$ cat config.mk
export PLATFORM = sky130hd
export DESIGN_NAME = wsb_top
export DESIGN_NICKNAME = d
export VERILOG_FILES = /design/src/rtl/wsb_pkg.sv /design/src/rtl/wsb_bat_if.sv /design/src/rtl/wsb_bat.sv /design/src/rtl/wsb_irq_out.sv /design/src/rtl/wsb_top.sv
export SDC_FILE = /design/constraint.sdc
export NUM_CORES = 1
export LEC_CHECK = 0
export ABC_CLOCK_PERIOD_IN_PS = 6500
export BUFFER_PORTS_ARGS = -buffer_cell sky130_fd_sc_hd__clkbuf_2
export CORE_ASPECT_RATIO = 1.2
export CORE_MARGIN = 2
export CORE_UTILIZATION = 40
export CTS_BUF_LIST = sky130_fd_sc_hd__clkbuf_4 sky130_fd_sc_hd__clkbuf_8
export CTS_CLUSTER_SIZE = 40
export DETAILED_ROUTE_END_ITERATION = 7
export GPL_TIMING_DRIVEN = 0
export HOLD_SLACK_MARGIN = 0.03
export PLACE_DENSITY = 0.63
export SLEW_MARGIN = 20
export SYNTH_ARGS = -nofsm -noshare
export SYNTH_HDL_FRONTEND = slang
export SYNTH_SLANG_ARGS = --single-unit
$ cat constraint.sdc
create_clock -name i_sys_clk -period 6.5 [get_ports i_sys_clk]
set_clock_uncertainty 0.1 [all_clocks]
set_input_delay 0.325 -clock i_sys_clk [delete_from_list [all_inputs] [get_ports i_sys_clk]]
set_output_delay 0.325 -clock i_sys_clk [all_outputs]
set_load 0.03 [all_outputs]
$ cat src/rtl/wsb_pkg.sv
// Constants for the wake, system-management and battery-status block
package wsb_pkg;
  localparam logic [5:0] OFS_WAKE_SUM = 6'h00;
  localparam logic [5:0] OFS_WAKE_GEN = 6'h01;
  localparam logic [5:0] OFS_WAKE_STS1 = 6'h02;
  localparam logic [5:0] OFS_WAKE_STS2 = 6'h03;
  localparam logic [5:0] OFS_WAKE_STS3 = 6'h04;
  localparam logic [5:0] OFS_WAKE_EN1 = 6'h05;
  localparam logic [5:0] OFS_WAKE_EN2 = 6'h06;
  localparam logic [5:0] OFS_WAKE_EN3 = 6'h07;
  localparam logic [5:0] OFS_SMI_SUM = 6'h10;
  localparam logic [5:0] OFS_SMI_GEN = 6'h11;
  localparam logic [5:0] OFS_SYSMGMT_STATUS_FIRST = 6'h12;
  localparam logic [5:0] OFS_SYSMGMT_STATUS_SECOND = 6'h13;
  localparam logic [5:0] OFS_SYSMGMT_STATUS_THIRD = 6'h14;
  localparam logic [5:0] OFS_SYSMGMT_ENABLE_FIRST = 6'h15;
  localparam logic [5:0] OFS_SYSMGMT_ENABLE_SECOND = 6'h16;
  localparam logic [5:0] OFS_SYSMGMT_ENABLE_THIRD = 6'h17;
  localparam logic [5:0] OFS_DISK_CHG = 6'h20;
  localparam logic [5:0] OFS_FW_STS = 6'h30;
  localparam logic [5:0] OFS_FW_EN = 6'h31;
  localparam int BIT_SUM = 0;
  localparam int BIT_LOW_BAT = 5;
  localparam int BIT_WDT = 1;
  localparam int BIT_PIN_EN = 7;
  localparam int BIT_SERIRQ_EN = 6;
  localparam int BIT_TO_WAKE = 5;
  localparam logic [7:0] MASK_WAKE_STS1 = 8'h3e;
  localparam logic [7:0] MASK_WAKE_STS2 = 8'h23;
  localparam logic [7:0] MASK_SYSMGMT_STATUS_SECOND = 8'h21;
  localparam logic [7:0] RST_REG = 8'h00;
  localparam logic RST_POR_FLAG = 1'b1;
  localparam logic RST_LOW_FLAG = 1'b0;
  localparam logic [9:0] WINDOW_HIGH = 10'h000;
endpackage

$ cat src/rtl/wsb_bat_if.sv
// Carrier between register logic and battery-backed status logic
`timescale 1ns/1ps
`default_nettype none
interface wsb_bat_if;
  logic wake_low_clr;
  logic smi_low_clr;
  logic wake_low;
  logic smi_low;
  logic por_flag;
  modport regs (output wake_low_clr, output smi_low_clr,
    input wake_low, input smi_low, input por_flag);
  modport bat (input wake_low_clr, input smi_low_clr,
    output wake_low, output smi_low, output por_flag);
endinterface
`default_nettype wire

$ cat src/rtl/wsb_bat.sv
// Battery-backed reset flag and the two low-battery flags
`timescale 1ns/1ps
`default_nettype none
module wsb_bat (
  // Clock and battery-side reset
  input wire logic i_sys_clk,
  input wire logic i_vbat_rst,
  // Power and comparator events
  input wire logic i_standby_on,
  input wire logic i_standby_rise,
  input wire logic i_main_rise,
  input wire logic i_bat_swap,
  input wire logic i_below_low,
  input wire logic i_below_high,
  input wire logic i_ec_por_clr,
  // Register side
  wsb_bat_if.bat bus
);
  import wsb_pkg::*;
  logic por_q;
  logic wake_low_q;
  logic smi_low_q;
  logic swap_hit;
  logic por_set;
  assign swap_hit = i_bat_swap & ~i_standby_on;
  assign por_set = swap_hit | (i_standby_rise & i_below_low);
  // Not on system reset: must survive standby cycles
  // persistent flag
  always_ff @(posedge i_sys_clk or posedge i_vbat_rst)
    if (i_vbat_rst)
      por_q <= RST_POR_FLAG;
    else if (por_set)
      por_q <= 1'b1;
    else if (i_ec_por_clr)
      por_q <= 1'b0;
  always_ff @(posedge i_sys_clk or posedge i_vbat_rst)
    if (i_vbat_rst)
    begin
      wake_low_q <= RST_LOW_FLAG;
      smi_low_q <= RST_LOW_FLAG;
    end
    else if (i_standby_rise)
    begin
      wake_low_q <= por_q | por_set;
      smi_low_q <= por_q | por_set;
    end
    else
    begin
      wake_low_q <= (i_main_rise & i_below_high) |
        (wake_low_q & ~bus.wake_low_clr);
      smi_low_q <= (i_main_rise & i_below_high) |
        (smi_low_q & ~bus.smi_low_clr);
    end
  assign bus.por_flag = por_q;
  assign bus.wake_low = wake_low_q;
  assign bus.smi_low = smi_low_q;
endmodule
`default_nettype wire

$ cat src/rtl/wsb_irq_out.sv
// One host interrupt: open-drain pin and serial-interrupt level
`timescale 1ns/1ps
`default_nettype none
module wsb_irq_out (
  // Clock and reset
  input wire logic i_sys_clk,
  input wire logic i_rst,
  // Request and routing
  input wire logic i_req,
  input wire logic i_pin_en,
  input wire logic i_serirq_en,
  // Outputs
  output logic o_pin_o,
  output logic o_pin_oe,
  output logic o_serirq_n
);
  always_ff @(posedge i_sys_clk or posedge i_rst)
    if (i_rst)
    begin
      o_pin_oe <= 1'b0;
      o_serirq_n <= 1'b1;
    end
    else
    begin
      o_pin_oe <= i_req & i_pin_en;
      o_serirq_n <= ~(i_req & i_serirq_en);
    end
  // Open drain only ever pulls low
  assign o_pin_o = 1'b0;
endmodule
`default_nettype wire

$ cat src/rtl/wsb_top.sv
// Runtime wake and system-management event registers with battery flags
`timescale 1ns/1ps
`default_nettype none
module wsb_top (
  // Clock and resets
  input wire logic i_sys_clk,
  input wire logic i_rst,
  input wire logic i_legacy_io_reset_n,
  input wire logic i_vbat_rst,
  // Host I/O access
  input wire logic [15:0] i_base_addr,
  input wire logic [15:0] i_io_addr,
  input wire logic i_io_wr,
  input wire logic i_io_rd,
  input wire logic [7:0] i_io_wdata,
  output logic [7:0] o_io_rdata,
  output logic o_io_rvalid,
  // Power rails and battery comparators
  input wire logic i_standby_on,
  input wire logic i_standby_rise,
  input wire logic i_main_on,
  input wire logic i_main_rise,
  input wire logic i_bat_swap,
  input wire logic i_below_low,
  input wire logic i_below_high,
  // Event sources
  input wire logic [4:0] i_wake_src,
  input wire logic [7:0] i_gpio_evt,
  input wire logic i_wdt_evt,
  input wire logic i_intrusion,
  input wire logic i_mailbox_event_one,
  input wire logic i_mailbox_event_two,
  input wire logic [4:0] i_sio_smi,
  input wire logic [7:0] i_fw_event_set,
  // Embedded controller side
  input wire logic i_ec_por_clr,
  output logic o_ec_por_flag,
  output logic [7:0] o_force_disk_change,
  // Host interrupt outputs
  output logic o_wake_event_pin_n_o,
  output logic o_wake_event_pin_n_oe,
  output logic o_sysmgmt_irq_pin_n_o,
  output logic o_sysmgmt_irq_pin_n_oe,
  output logic [1:0] o_serirq_n
);
  import wsb_pkg::*;

  wsb_bat_if bat_bus ();

  logic [15:0] ofs_full;
  logic [5:0] ofs;
  logic hit;
  logic [7:0] wd;
  logic wake_summary_flag_q;
  logic wake_pin_enable_q;
  logic [7:0] wake_sts1_q;
  logic wake_wdt_q;
  logic [7:0] wake_sts3_q;
  logic [7:0] wake_en1_q;
  logic [7:0] wake_en2_q;
  logic [7:0] wake_en3_q;
  logic smi_sum_q;
  logic [7:0] smi_gen_q;
  logic smi_wdt_q;
  logic [7:0] sysmgmt_status_third_q;
  logic [7:0] sysmgmt_enable_first_q;
  logic [7:0] sysmgmt_enable_second_q;
  logic [7:0] sysmgmt_enable_third_q;
  logic [7:0] fw_sts_q;
  logic [7:0] fw_en_q;
  logic [7:0] disk_chg_q;
  logic [4:0] wake_src_prev_q;
  logic [7:0] gpio_prev_q;
  logic wdt_prev_q;
  logic [4:0] wake_rise;
  logic [7:0] gpio_rise;
  logic wdt_rise;
  logic firmware_event_line;
  logic [7:0] wake_sts2;
  logic [7:0] wake_sts2_evt;
  logic [7:0] sysmgmt_status_first;
  logic [7:0] sysmgmt_status_second;
  logic [7:0] sysmgmt_status_second_evt;
  logic wake_pend;
  logic smi_pend;
  logic smi_group;
  logic disk_rst;
  logic [7:0] rdata_d;

  assign ofs_full = i_io_addr - i_base_addr;
  assign hit = (ofs_full[15:6] == WINDOW_HIGH);
  assign ofs = ofs_full[5:0];
  assign wd = i_io_wdata;

  function automatic logic wr_at(input logic [5:0] o);
    wr_at = i_io_wr && hit && (ofs == o);
  endfunction

  // Edge detection for latched sources
  always_ff @(posedge i_sys_clk or posedge i_rst)
    if (i_rst)
    begin
      wake_src_prev_q <= 5'h00;
      gpio_prev_q <= 8'h00;
      wdt_prev_q <= 1'b0;
    end
    else
    begin
      wake_src_prev_q <= i_wake_src;
      gpio_prev_q <= i_gpio_evt;
      wdt_prev_q <= i_wdt_evt;
    end

  assign wake_rise = i_wake_src & ~wake_src_prev_q;
  assign gpio_rise = i_gpio_evt & ~gpio_prev_q;
  assign wdt_rise = i_wdt_evt & ~wdt_prev_q;

  // Firmware event pair
  always_ff @(posedge i_sys_clk or posedge i_rst)
    if (i_rst)
    begin
      fw_sts_q <= RST_REG;
      fw_en_q <= RST_REG;
    end
    else
    begin
      fw_sts_q <= i_fw_event_set |
        (fw_sts_q & ~(wr_at(OFS_FW_STS) ? wd : 8'h00));
      if (wr_at(OFS_FW_EN))
        fw_en_q <= wd;
    end

  assign firmware_event_line = |(fw_sts_q & fw_en_q);

  assign wake_sts2 = {1'b0, i_intrusion, bat_bus.wake_low,
    firmware_event_line, i_mailbox_event_two, i_mailbox_event_one,
    wake_wdt_q, smi_group & sysmgmt_enable_second_q[BIT_TO_WAKE]};
  assign sysmgmt_status_first = {i_sio_smi, firmware_event_line,
    i_mailbox_event_two, i_mailbox_event_one};
  assign sysmgmt_status_second = {2'b00, bat_bus.smi_low, 4'h0, smi_wdt_q};

  // low flags act only on main rail
  always_comb
  begin
    wake_sts2_evt = wake_sts2;
    sysmgmt_status_second_evt = sysmgmt_status_second;
    wake_sts2_evt[BIT_LOW_BAT] = wake_sts2[BIT_LOW_BAT] & i_main_on;
    sysmgmt_status_second_evt[BIT_LOW_BAT] = sysmgmt_status_second[BIT_LOW_BAT] & i_main_on;
  end

  assign wake_pend = |(wake_sts1_q & wake_en1_q) |
    |(wake_sts2_evt & wake_en2_q) | |(wake_sts3_q & wake_en3_q);
  assign smi_pend = |(sysmgmt_status_first & sysmgmt_enable_first_q) |
    |(sysmgmt_status_second_evt & sysmgmt_enable_second_q & MASK_SYSMGMT_STATUS_SECOND) |
    |(sysmgmt_status_third_q & sysmgmt_enable_third_q);
  assign smi_group = smi_sum_q & smi_gen_q[BIT_SUM];

  always_ff @(posedge i_sys_clk or posedge i_rst)
    if (i_rst)
      wake_sts1_q <= RST_REG;
    else
      wake_sts1_q <= ({2'b00, wake_rise, 1'b0} |
        (wake_sts1_q & ~(wr_at(OFS_WAKE_STS1) ? wd : 8'h00))) &
        MASK_WAKE_STS1;

  // Latched watchdog and GPIO bits, set wins over clear
  always_ff @(posedge i_sys_clk or posedge i_rst)
    if (i_rst)
    begin
      wake_wdt_q <= 1'b0;
      wake_sts3_q <= RST_REG;
      smi_wdt_q <= 1'b0;
      sysmgmt_status_third_q <= RST_REG;
    end
    else
    begin
      wake_wdt_q <= wdt_rise |
        (wake_wdt_q & ~(wr_at(OFS_WAKE_STS2) & wd[BIT_WDT]));
      wake_sts3_q <= gpio_rise |
        (wake_sts3_q & ~(wr_at(OFS_WAKE_STS3) ? wd : 8'h00));
      smi_wdt_q <= wdt_rise |
        (smi_wdt_q & ~(wr_at(OFS_SYSMGMT_STATUS_SECOND) & wd[0]));
      sysmgmt_status_third_q <= gpio_rise |
        (sysmgmt_status_third_q & ~(wr_at(OFS_SYSMGMT_STATUS_THIRD) ? wd : 8'h00));
    end

  assign bat_bus.wake_low_clr = wr_at(OFS_WAKE_STS2) & wd[BIT_LOW_BAT];
  assign bat_bus.smi_low_clr = wr_at(OFS_SYSMGMT_STATUS_SECOND) & wd[BIT_LOW_BAT];

  always_ff @(posedge i_sys_clk or posedge i_rst)
    if (i_rst)
      wake_summary_flag_q <= 1'b0;
    else
      wake_summary_flag_q <= wake_pend | (wake_summary_flag_q &
        ~(wr_at(OFS_WAKE_SUM) & wd[BIT_SUM]));

  // Sysmgmt summary latches the pending sysmgmt events, cleared by a bit 0 write
  always_ff @(posedge i_sys_clk or posedge i_rst)
    if (i_rst)
      smi_sum_q <= 1'b0;
    else
      smi_sum_q <= smi_pend |
        (smi_sum_q & ~(wr_at(OFS_SMI_SUM) & wd[BIT_SUM]));

  // Wake global enable and first and third enables
  always_ff @(posedge i_sys_clk or posedge i_rst)
    if (i_rst)
    begin
      wake_pin_enable_q <= 1'b0;
      wake_en1_q <= RST_REG;
      wake_en3_q <= RST_REG;
    end
    else
    begin
      if (wr_at(OFS_WAKE_GEN))
        wake_pin_enable_q <= wd[BIT_SUM];
      if (wr_at(OFS_WAKE_EN1))
        wake_en1_q <= wd & MASK_WAKE_STS1;
      if (wr_at(OFS_WAKE_EN3))
        wake_en3_q <= wd;
    end

  // Second wake enable; low-battery bit lost on standby rise
  always_ff @(posedge i_sys_clk or posedge i_rst)
    if (i_rst)
      wake_en2_q <= RST_REG;
    else if (wr_at(OFS_WAKE_EN2))
      wake_en2_q <= wd & 8'h7f;
    else if (i_standby_rise)
      wake_en2_q[BIT_LOW_BAT] <= 1'b0;

  // Sysmgmt enables
  always_ff @(posedge i_sys_clk or posedge i_rst)
    if (i_rst)
    begin
      smi_gen_q <= RST_REG;
      sysmgmt_enable_first_q <= RST_REG;
      sysmgmt_enable_second_q <= RST_REG;
      sysmgmt_enable_third_q <= RST_REG;
    end
    else
    begin
      if (wr_at(OFS_SMI_GEN))
        smi_gen_q <= wd & 8'h01;
      if (wr_at(OFS_SYSMGMT_ENABLE_FIRST))
        sysmgmt_enable_first_q <= wd;
      if (wr_at(OFS_SYSMGMT_ENABLE_SECOND))
        sysmgmt_enable_second_q <= wd;
      if (wr_at(OFS_SYSMGMT_ENABLE_THIRD))
        sysmgmt_enable_third_q <= wd;
    end

  // disk-change also reset by legacy reset
  assign disk_rst = i_rst | ~i_legacy_io_reset_n;

  always_ff @(posedge i_sys_clk or posedge disk_rst)
    if (disk_rst)
      disk_chg_q <= RST_REG;
    else if (wr_at(OFS_DISK_CHG))
      disk_chg_q <= wd;

  assign o_force_disk_change = disk_chg_q;

  // Read mux; unmapped offsets read zero
  always_comb
  begin
    rdata_d = 8'h00;
    case (ofs)
      OFS_WAKE_SUM: rdata_d = {7'h00, wake_summary_flag_q};
      OFS_WAKE_GEN: rdata_d = {7'h00, wake_pin_enable_q};
      OFS_WAKE_STS1: rdata_d = wake_sts1_q;
      OFS_WAKE_STS2: rdata_d = wake_sts2;
      OFS_WAKE_STS3: rdata_d = wake_sts3_q;
      OFS_WAKE_EN1: rdata_d = wake_en1_q;
      OFS_WAKE_EN2: rdata_d = wake_en2_q;
      OFS_WAKE_EN3: rdata_d = wake_en3_q;
      OFS_SMI_SUM: rdata_d = {7'h00, smi_sum_q};
      OFS_SMI_GEN: rdata_d = smi_gen_q;
      OFS_SYSMGMT_STATUS_FIRST: rdata_d = sysmgmt_status_first;
      OFS_SYSMGMT_STATUS_SECOND: rdata_d = sysmgmt_status_second;
      OFS_SYSMGMT_STATUS_THIRD: rdata_d = sysmgmt_status_third_q;
      OFS_SYSMGMT_ENABLE_FIRST: rdata_d = sysmgmt_enable_first_q;
      OFS_SYSMGMT_ENABLE_SECOND: rdata_d = sysmgmt_enable_second_q;
      OFS_SYSMGMT_ENABLE_THIRD: rdata_d = sysmgmt_enable_third_q;
      OFS_DISK_CHG: rdata_d = disk_chg_q;
      OFS_FW_STS: rdata_d = fw_sts_q;
      OFS_FW_EN: rdata_d = fw_en_q;
      default: rdata_d = 8'h00;
    endcase
    if (!hit)
      rdata_d = 8'h00;
  end

  // Read data one cycle after the strobe
  always_ff @(posedge i_sys_clk or posedge i_rst)
    if (i_rst)
    begin
      o_io_rdata <= 8'h00;
      o_io_rvalid <= 1'b0;
    end
    else
    begin
      o_io_rvalid <= i_io_rd;
      if (i_io_rd)
        o_io_rdata <= rdata_d;
    end

  wsb_bat u_bat (
    .i_sys_clk(i_sys_clk),
    .i_vbat_rst(i_vbat_rst),
    .i_standby_on(i_standby_on),
    .i_standby_rise(i_standby_rise),
    .i_main_rise(i_main_rise),
    .i_bat_swap(i_bat_swap),
    .i_below_low(i_below_low),
    .i_below_high(i_below_high),
    .i_ec_por_clr(i_ec_por_clr),
    .bus(bat_bus.bat)
  );

  assign o_ec_por_flag = bat_bus.por_flag;

  wsb_irq_out u_wake_out (
    .i_sys_clk(i_sys_clk),
    .i_rst(i_rst),
    .i_req(wake_summary_flag_q),
    .i_pin_en(wake_pin_enable_q),
    .i_serirq_en(wake_pin_enable_q),
    .o_pin_o(o_wake_event_pin_n_o),
    .o_pin_oe(o_wake_event_pin_n_oe),
    .o_serirq_n(o_serirq_n[0])
  );

  wsb_irq_out u_smi_out (
    .i_sys_clk(i_sys_clk),
    .i_rst(i_rst),
    .i_req(smi_group),
    .i_pin_en(sysmgmt_enable_second_q[BIT_PIN_EN]),
    .i_serirq_en(sysmgmt_enable_second_q[BIT_SERIRQ_EN]),
    .o_pin_o(o_sysmgmt_irq_pin_n_o),
    .o_pin_oe(o_sysmgmt_irq_pin_n_oe),
    .o_serirq_n(o_serirq_n[1])
  );
endmodule
`default_nettype wire

**Yosys cells after proc, flatten, opt, wreduce, memory -nomap -nowiden**

Index checks and enable logic that the tools add are counted.

- Bits in registers: 125
- Bits of input ports: 84
- Output and inout bits: 24
- Word-level logic and storage cells: 162

- Add/subtract/negate cells: 1
- Equal/unequal tests: 18
- Multiplexer cells: 12
- Bitwise operators: 70
- Reductions and logical operators: 30

Operators with widths:

| operator | number |
|---|---|
| case mux 8 bit (19 select lines) | 1 |
| bitwise AND 8 bit | 8 |
| equality test 6 x 5 -> 1 bit (second input constant) | 8 |
| OR reduction 8 bit | 6 |
| 2-to-1 mux 8 bit | 4 |
| NOT 8 bit | 4 |
| equality test 6 x 3 -> 1 bit (second input constant) | 4 |
| bitwise OR 8 bit | 3 |
| bitwise AND 1 bit | 23 |
| logical AND 1 bit | 19 |
| bitwise AND 6 bit | 3 |
| equality test 6 bit (second input constant) | 3 |
| subtractor 16 bit | 1 |
| bitwise OR 1 bit | 13 |
| equality test 6 x 2 -> 1 bit (second input constant) | 2 |
| NOT 1 bit | 11 |
| logical NOT 10 bit | 1 |
| bitwise AND 7 bit | 1 |
| equality test 6 x 1 -> 1 bit (second input constant) | 1 |
| logical NOT 6 bit | 1 |
| 2-to-1 mux 1 bit | 6 |
| 2-to-1 mux 6 bit | 1 |
| NOT 6 bit | 1 |
| bitwise OR 6 bit | 1 |
| other kinds (4) | 5 |

**Longest topological paths before layout**

- Word-level depth: 9
- Depth in mapped cells: 15
- Depth with buffers taken out: 12

**By module**

Synthesis repeated with hierarchy kept, for this count alone.

- Cell total of the unflattened synthesis: 716
- Area, all modules: 7369.6 um^2

By module, submodules not included:

| module | times used | cells an instance | area each (um^2) |
|---|---|---|---|
| wsb_top | 1 | 688 | 7069.3 |
| wsb_irq_out | 2 | 7 | 76.3 |
| wsb_bat | 1 | 14 | 147.6 |

**Least setup slack after synthesis**

No wires, ideal clock.

- Kind: input-to-reg
- Start: in i_io_addr[0]
- End: reg wake_en3_q[0]
- Library setup time: 125 ps
- Data arrival time: 3529 ps
- Slack: 2746 ps
- Cell stages on the path: 14
- Buffers on the path: 2
- Path through: inv_1 ha_1 fa_1 nand2b_2 a21oi_2 nor4_1 mux2_1 a21oi_1 nand4_1 or4_1 buf_2 or4_1 buf_6 mux2_4

- Word-level cells in the longest chain between the ends: 4

RTL lines:

| element | RTL line | RTL |
|---|---|---|
| from (decl) | wsb_top.sv:12 | `input wire logic [15:0] i_io_addr,` |
| subtractor 16 bit (*) | wsb_top.sv:90 | `assign ofs_full = i_io_addr - i_base_addr;` |
| logical NOT 10 bit | wsb_top.sv:91 | `assign hit = (ofs_full[15:6] == WINDOW_HIGH);` |
| logical AND 1 bit | wsb_top.sv:96 | `wr_at = i_io_wr && hit && (ofs == o);` |
| logical AND 1 bit (*) | wsb_top.sv:96 |  |
| to (signal assigned) | wsb_top.sv:220 | `wake_en3_q <= wd;` |
| to (decl) | wsb_top.sv:61 | `logic [7:0] wake_en3_q;` |

Mark *: on every way between the ends. The rest lies on a longest branch, timed or not.
A chain may end at the register's enable or synchronous reset.

**Worst setup path after layout**

- Start: in i_io_addr[0]
- End: reg sysmgmt_enable_first_q[0]

- Word-level cells in the longest chain between the ends: 4

RTL lines:

| element | RTL line | RTL |
|---|---|---|
| subtractor 16 bit (*) | wsb_top.sv:90 |  |
| logical NOT 10 bit | wsb_top.sv:91 |  |
| logical AND 1 bit | wsb_top.sv:96 |  |
| logical AND 1 bit (*) | wsb_top.sv:96 |  |
| to (signal assigned) | wsb_top.sv:246 | `sysmgmt_enable_first_q <= wd;` |
| to (decl) | wsb_top.sv:66 | `logic [7:0] sysmgmt_enable_first_q;` |

Marks and branches as above.

==> qor.csv <==
stage,metric,value,unit
outcome,status,"complete, no violations",
sta,unrepaired setup endpoints after global routing,no,
layout,layout cell share with drive strength beyond 1,24.6,%
setup_path,CP Data Required Time,6.72,ns
placed_design,DPL Wire Length,18100,um
synthesis,Synth Area in Adders,2.88,%
synthesis,Synth Instances,716,
synthesis,Synth Area in XOR/XNOR,0.972,%
global_routing,antenna violations before repair,0,
die,die boundary height,151,um
sta,crit path time final,4.40,ns
detailed_routing,Routed Antenna Nets,0,
cts,worst skew pair latency,0.44,ns
cts,buffer depth of the longest clock path,2,
setup_path,"Arr. time, crit path",4.62,ns
placed_design,GP Congestion,1.03,
cts,Post-CTS Resized,0,
synthesis,post-synthesis mux area share,11.8,%
cts,CTS Root Cell,clkbuf_8,
synthesis,total number of yosys warnings,0,
pwr,Pwr Total,1790,uW
die,core area,17600,um^2
setup_path,Critical Path Slowest Stage Cell,nor3_1,
cts,post-cts hold buffer count,27,
detailed_routing,drt wl/cell,21.9,um
setup_path,critical path cell sequence,clkbuf_2 -> inv_1 -> ha_1 -> fa_1 -> nand2b_2 -> a21oi_1 -> or2_2 -> a41oi_1 -> and2_1 -> buf_2 -> nor3_1 -> or3b_1 -> buf_2 -> mux2_1,
hold_path,hold crit path type,in2async,
setup_path,crit start category,input pin,
layout,Area Overhead vs Synth,21.1,%
cts,H-tree depth,4,
setup_path,most frequent CP cell,buf_2,
synthesis,most frequent cell after synthesis,dfrtp_1,
cts,TritonCTS clock tree,done,
synthesis,async set or reset register ratio after synthesis,100,%
setup_path,CP Max Fanout,9,
setup_path,CP startpoint,i_io_addr[0],
sta,Slew @ Worst Pin,1.29,ns
synthesis,sequential area share after synthesis,43.5,%
synthesis,syn avg cell area,10.1,um^2
sta,Fin. Hold Viols,0,
global_routing,pin count of the biggest net entering global routing,63,
detailed_routing,total number of vias,6587,
synthesis,Post-synth top cells,"dfrtp_1, nand2_1, inv_1",
setup_path,r2r startpoint,fw_sts_q[0],
synthesis,"Primary FF master, synth",dfrtp_1,
die,Die Width,127,um
synthesis,synthesized area,7210,um^2
run,Max Cap Violations,0,
placed_design,PortBufs,103,
cts,Sink Count,125,
detailed_routing,DRT iter0 DRCs,602,
global_routing,Total GRT Usage,25.7,%
synthesis,simple-gate portion of the synthesized area,17.1,%
detailed_routing,drt first pass iters,5,
pwr,pwr/cell area,205,nW/um^2
sta,final hold slack,0.0602,ns
synthesis,Post-synth EDFFs,0,
synthesis,Synth Register Bits,125,
sta,pins over their slew limit,0,
synthesis,largest family of logic cells by synthesized area,compound AO/OA/AOI/OAI gates,
setup_path,Setup CP Type,in2reg,
global_routing,vias in the first global route,6536,
sta,Achievable Freq,0.228,GHz
layout,# diodes,0,
synthesis,Synth Area in Compound Gates,19.0,%
setup_path,FF-to-FF path depth,8,
layout,Filler cells,1670,
die,num ports,108,
detailed_routing,vias per inst,5.98,
cts,post-CTS setup repair buffer count,0,
sta,"Setup violations, final",0,
sta,Final period util,67.6,%
cts,CTS Buf Count,17,
detailed_routing,WL final,24100,um
setup_path,crit-path max cell delay,0.99,ns
die,Starting Density,41.0,%
synthesis,Synth top area share,42.4,%
synthesis,Synth area leaders,"dfrtp_1, mux2_2, nand2_1",
global_routing,grt ovf,0,
pwr,VDD IR-drop max,0.000162,V
layout,Post-layout nets,968,
placed_design,dpl cell area,8060,um^2
global_routing,global-route wire length before repair,37200,um
sta,TNS Setup,0,ns
detailed_routing,drt drc,0,
layout,post-route cell area,8730,um^2
synthesis,Synth cell types,77,
die,FP Rows,53,
cts,"CTS clk-pin slew, worst paths",0.07,ns
sta,Rel. slew slack,13.3,%
synthesis,post-synth top area cell,dfrtp_1,
pwr,Pleak,0.00396,uW
setup_path,CP endpoint kind,flop,
die,DIE AREA,19100,um^2
==> placed cells by master, fill, tap and decap left out, types with 24 or more instances in the layout <==
| cell | n |
|---|---|
| nand2b_1 | 28 |
| nand2_1 | 66 |
| dlygate4sd3_1 | 27 |
| inv_1 | 35 |
| a22oi_1 | 30 |
| clkbuf_2 | 103 |
| dfrtp_1 | 122 |
| mux2_2 | 28 |
| a21oi_1 | 24 |
| o31ai_1 | 29 |
==> path summary, 6_finish.rpt <==
| kind | slack [ns] | end |
|---|---|---|
| max in group asynchronous | 5.00 | o_force_disk_change[3] |
| hold / removal | 0.06 | o_force_disk_change[4] |
| setup reg to reg | 4.30 | o_io_rdata[4] |
| setup / recovery | 2.10 | sysmgmt_enable_first_q[0] |
| min in group i_sys_clk | 0.15 | wake_en3_q[7] |
| hold reg to reg | 0.31 | wake_sts1_q[5] |
==> cell families after synthesis <==
| group | count (synthesis) |
|---|---|
| simple gates | 231 |
| other cells | 1 |
| fa+ha+maj | 16 |
| xor+xnor | 8 |
| buf+inv | 76 |
| compound gates | 188 |
| mux | 71 |
| flops | 125 |
==> critical path, delay by kind of cell <==
kind / cells / cell delay, ns
AO/OA/AOI/OAI: 2 / 0.67
adder cells (fa/ha/maj): 2 / 0.67
buffers and inverters: 4 / 0.52
multiplexers: 1 / 0.34
AND/OR/NAND/NOR: 5 / 2.11
==> report_power, final <==
| group | internal [uW] | total, uW | leakage [uW] | switching, uW |
|---|---|---|---|---|
| Sequential | 787 | 792 | 0.00152 | 5.96 |
| Combinational | 117 | 322 | 0.00223 | 206 |
| Clock | 378 | 678 | 0.000211 | 300 |
| Total | 1280 | 1790 | 0.00396 | 511 |
==> layout make-up <==
class | instances | area, um^2 | area share, %
plain buffers | 40 | 200 | 2.29
clock buffers | 24 | 299 | 3.43
clock inverters | 8 | 90.1 | 1.03
inverters | 36 | 140 | 1.61
multi-input cells | 516 | 3770 | 43.2
flip-flops and latches | 125 | 3130 | 35.9
well taps | 220 | 275 | 3.15
repair buffers | 132 | 821 | 9.41
==> per-stage QoR <==
stage | utilization [%] | setup slack [ns] | std cells
2_1_floorplan | - | 2.75 | 717
3_3_place_gp | 45.5 | 1.52 | 1040
3_5_place_dp | 45.8 | 1.77 | 1042
4_1_cts | 49.6 | 2.20 | 1101
5_1_grt | 49.7 | 1.99 | 1101
6_report | 49.7 | 2.10 | 1101
==> per-layer routing <==
layer	vias to the layer above	part of all wire (%)	global-route usage (%)	wire (um)
met5	-	0	0	0
met4	0	4.8	11.6	1150
met3	84	7.4	4.56	1770
met2	345	47	43.0	11400
met1	3182	41	32.6	9790
li1	2976	-	-	-
(Power assumes the default switching activity.)
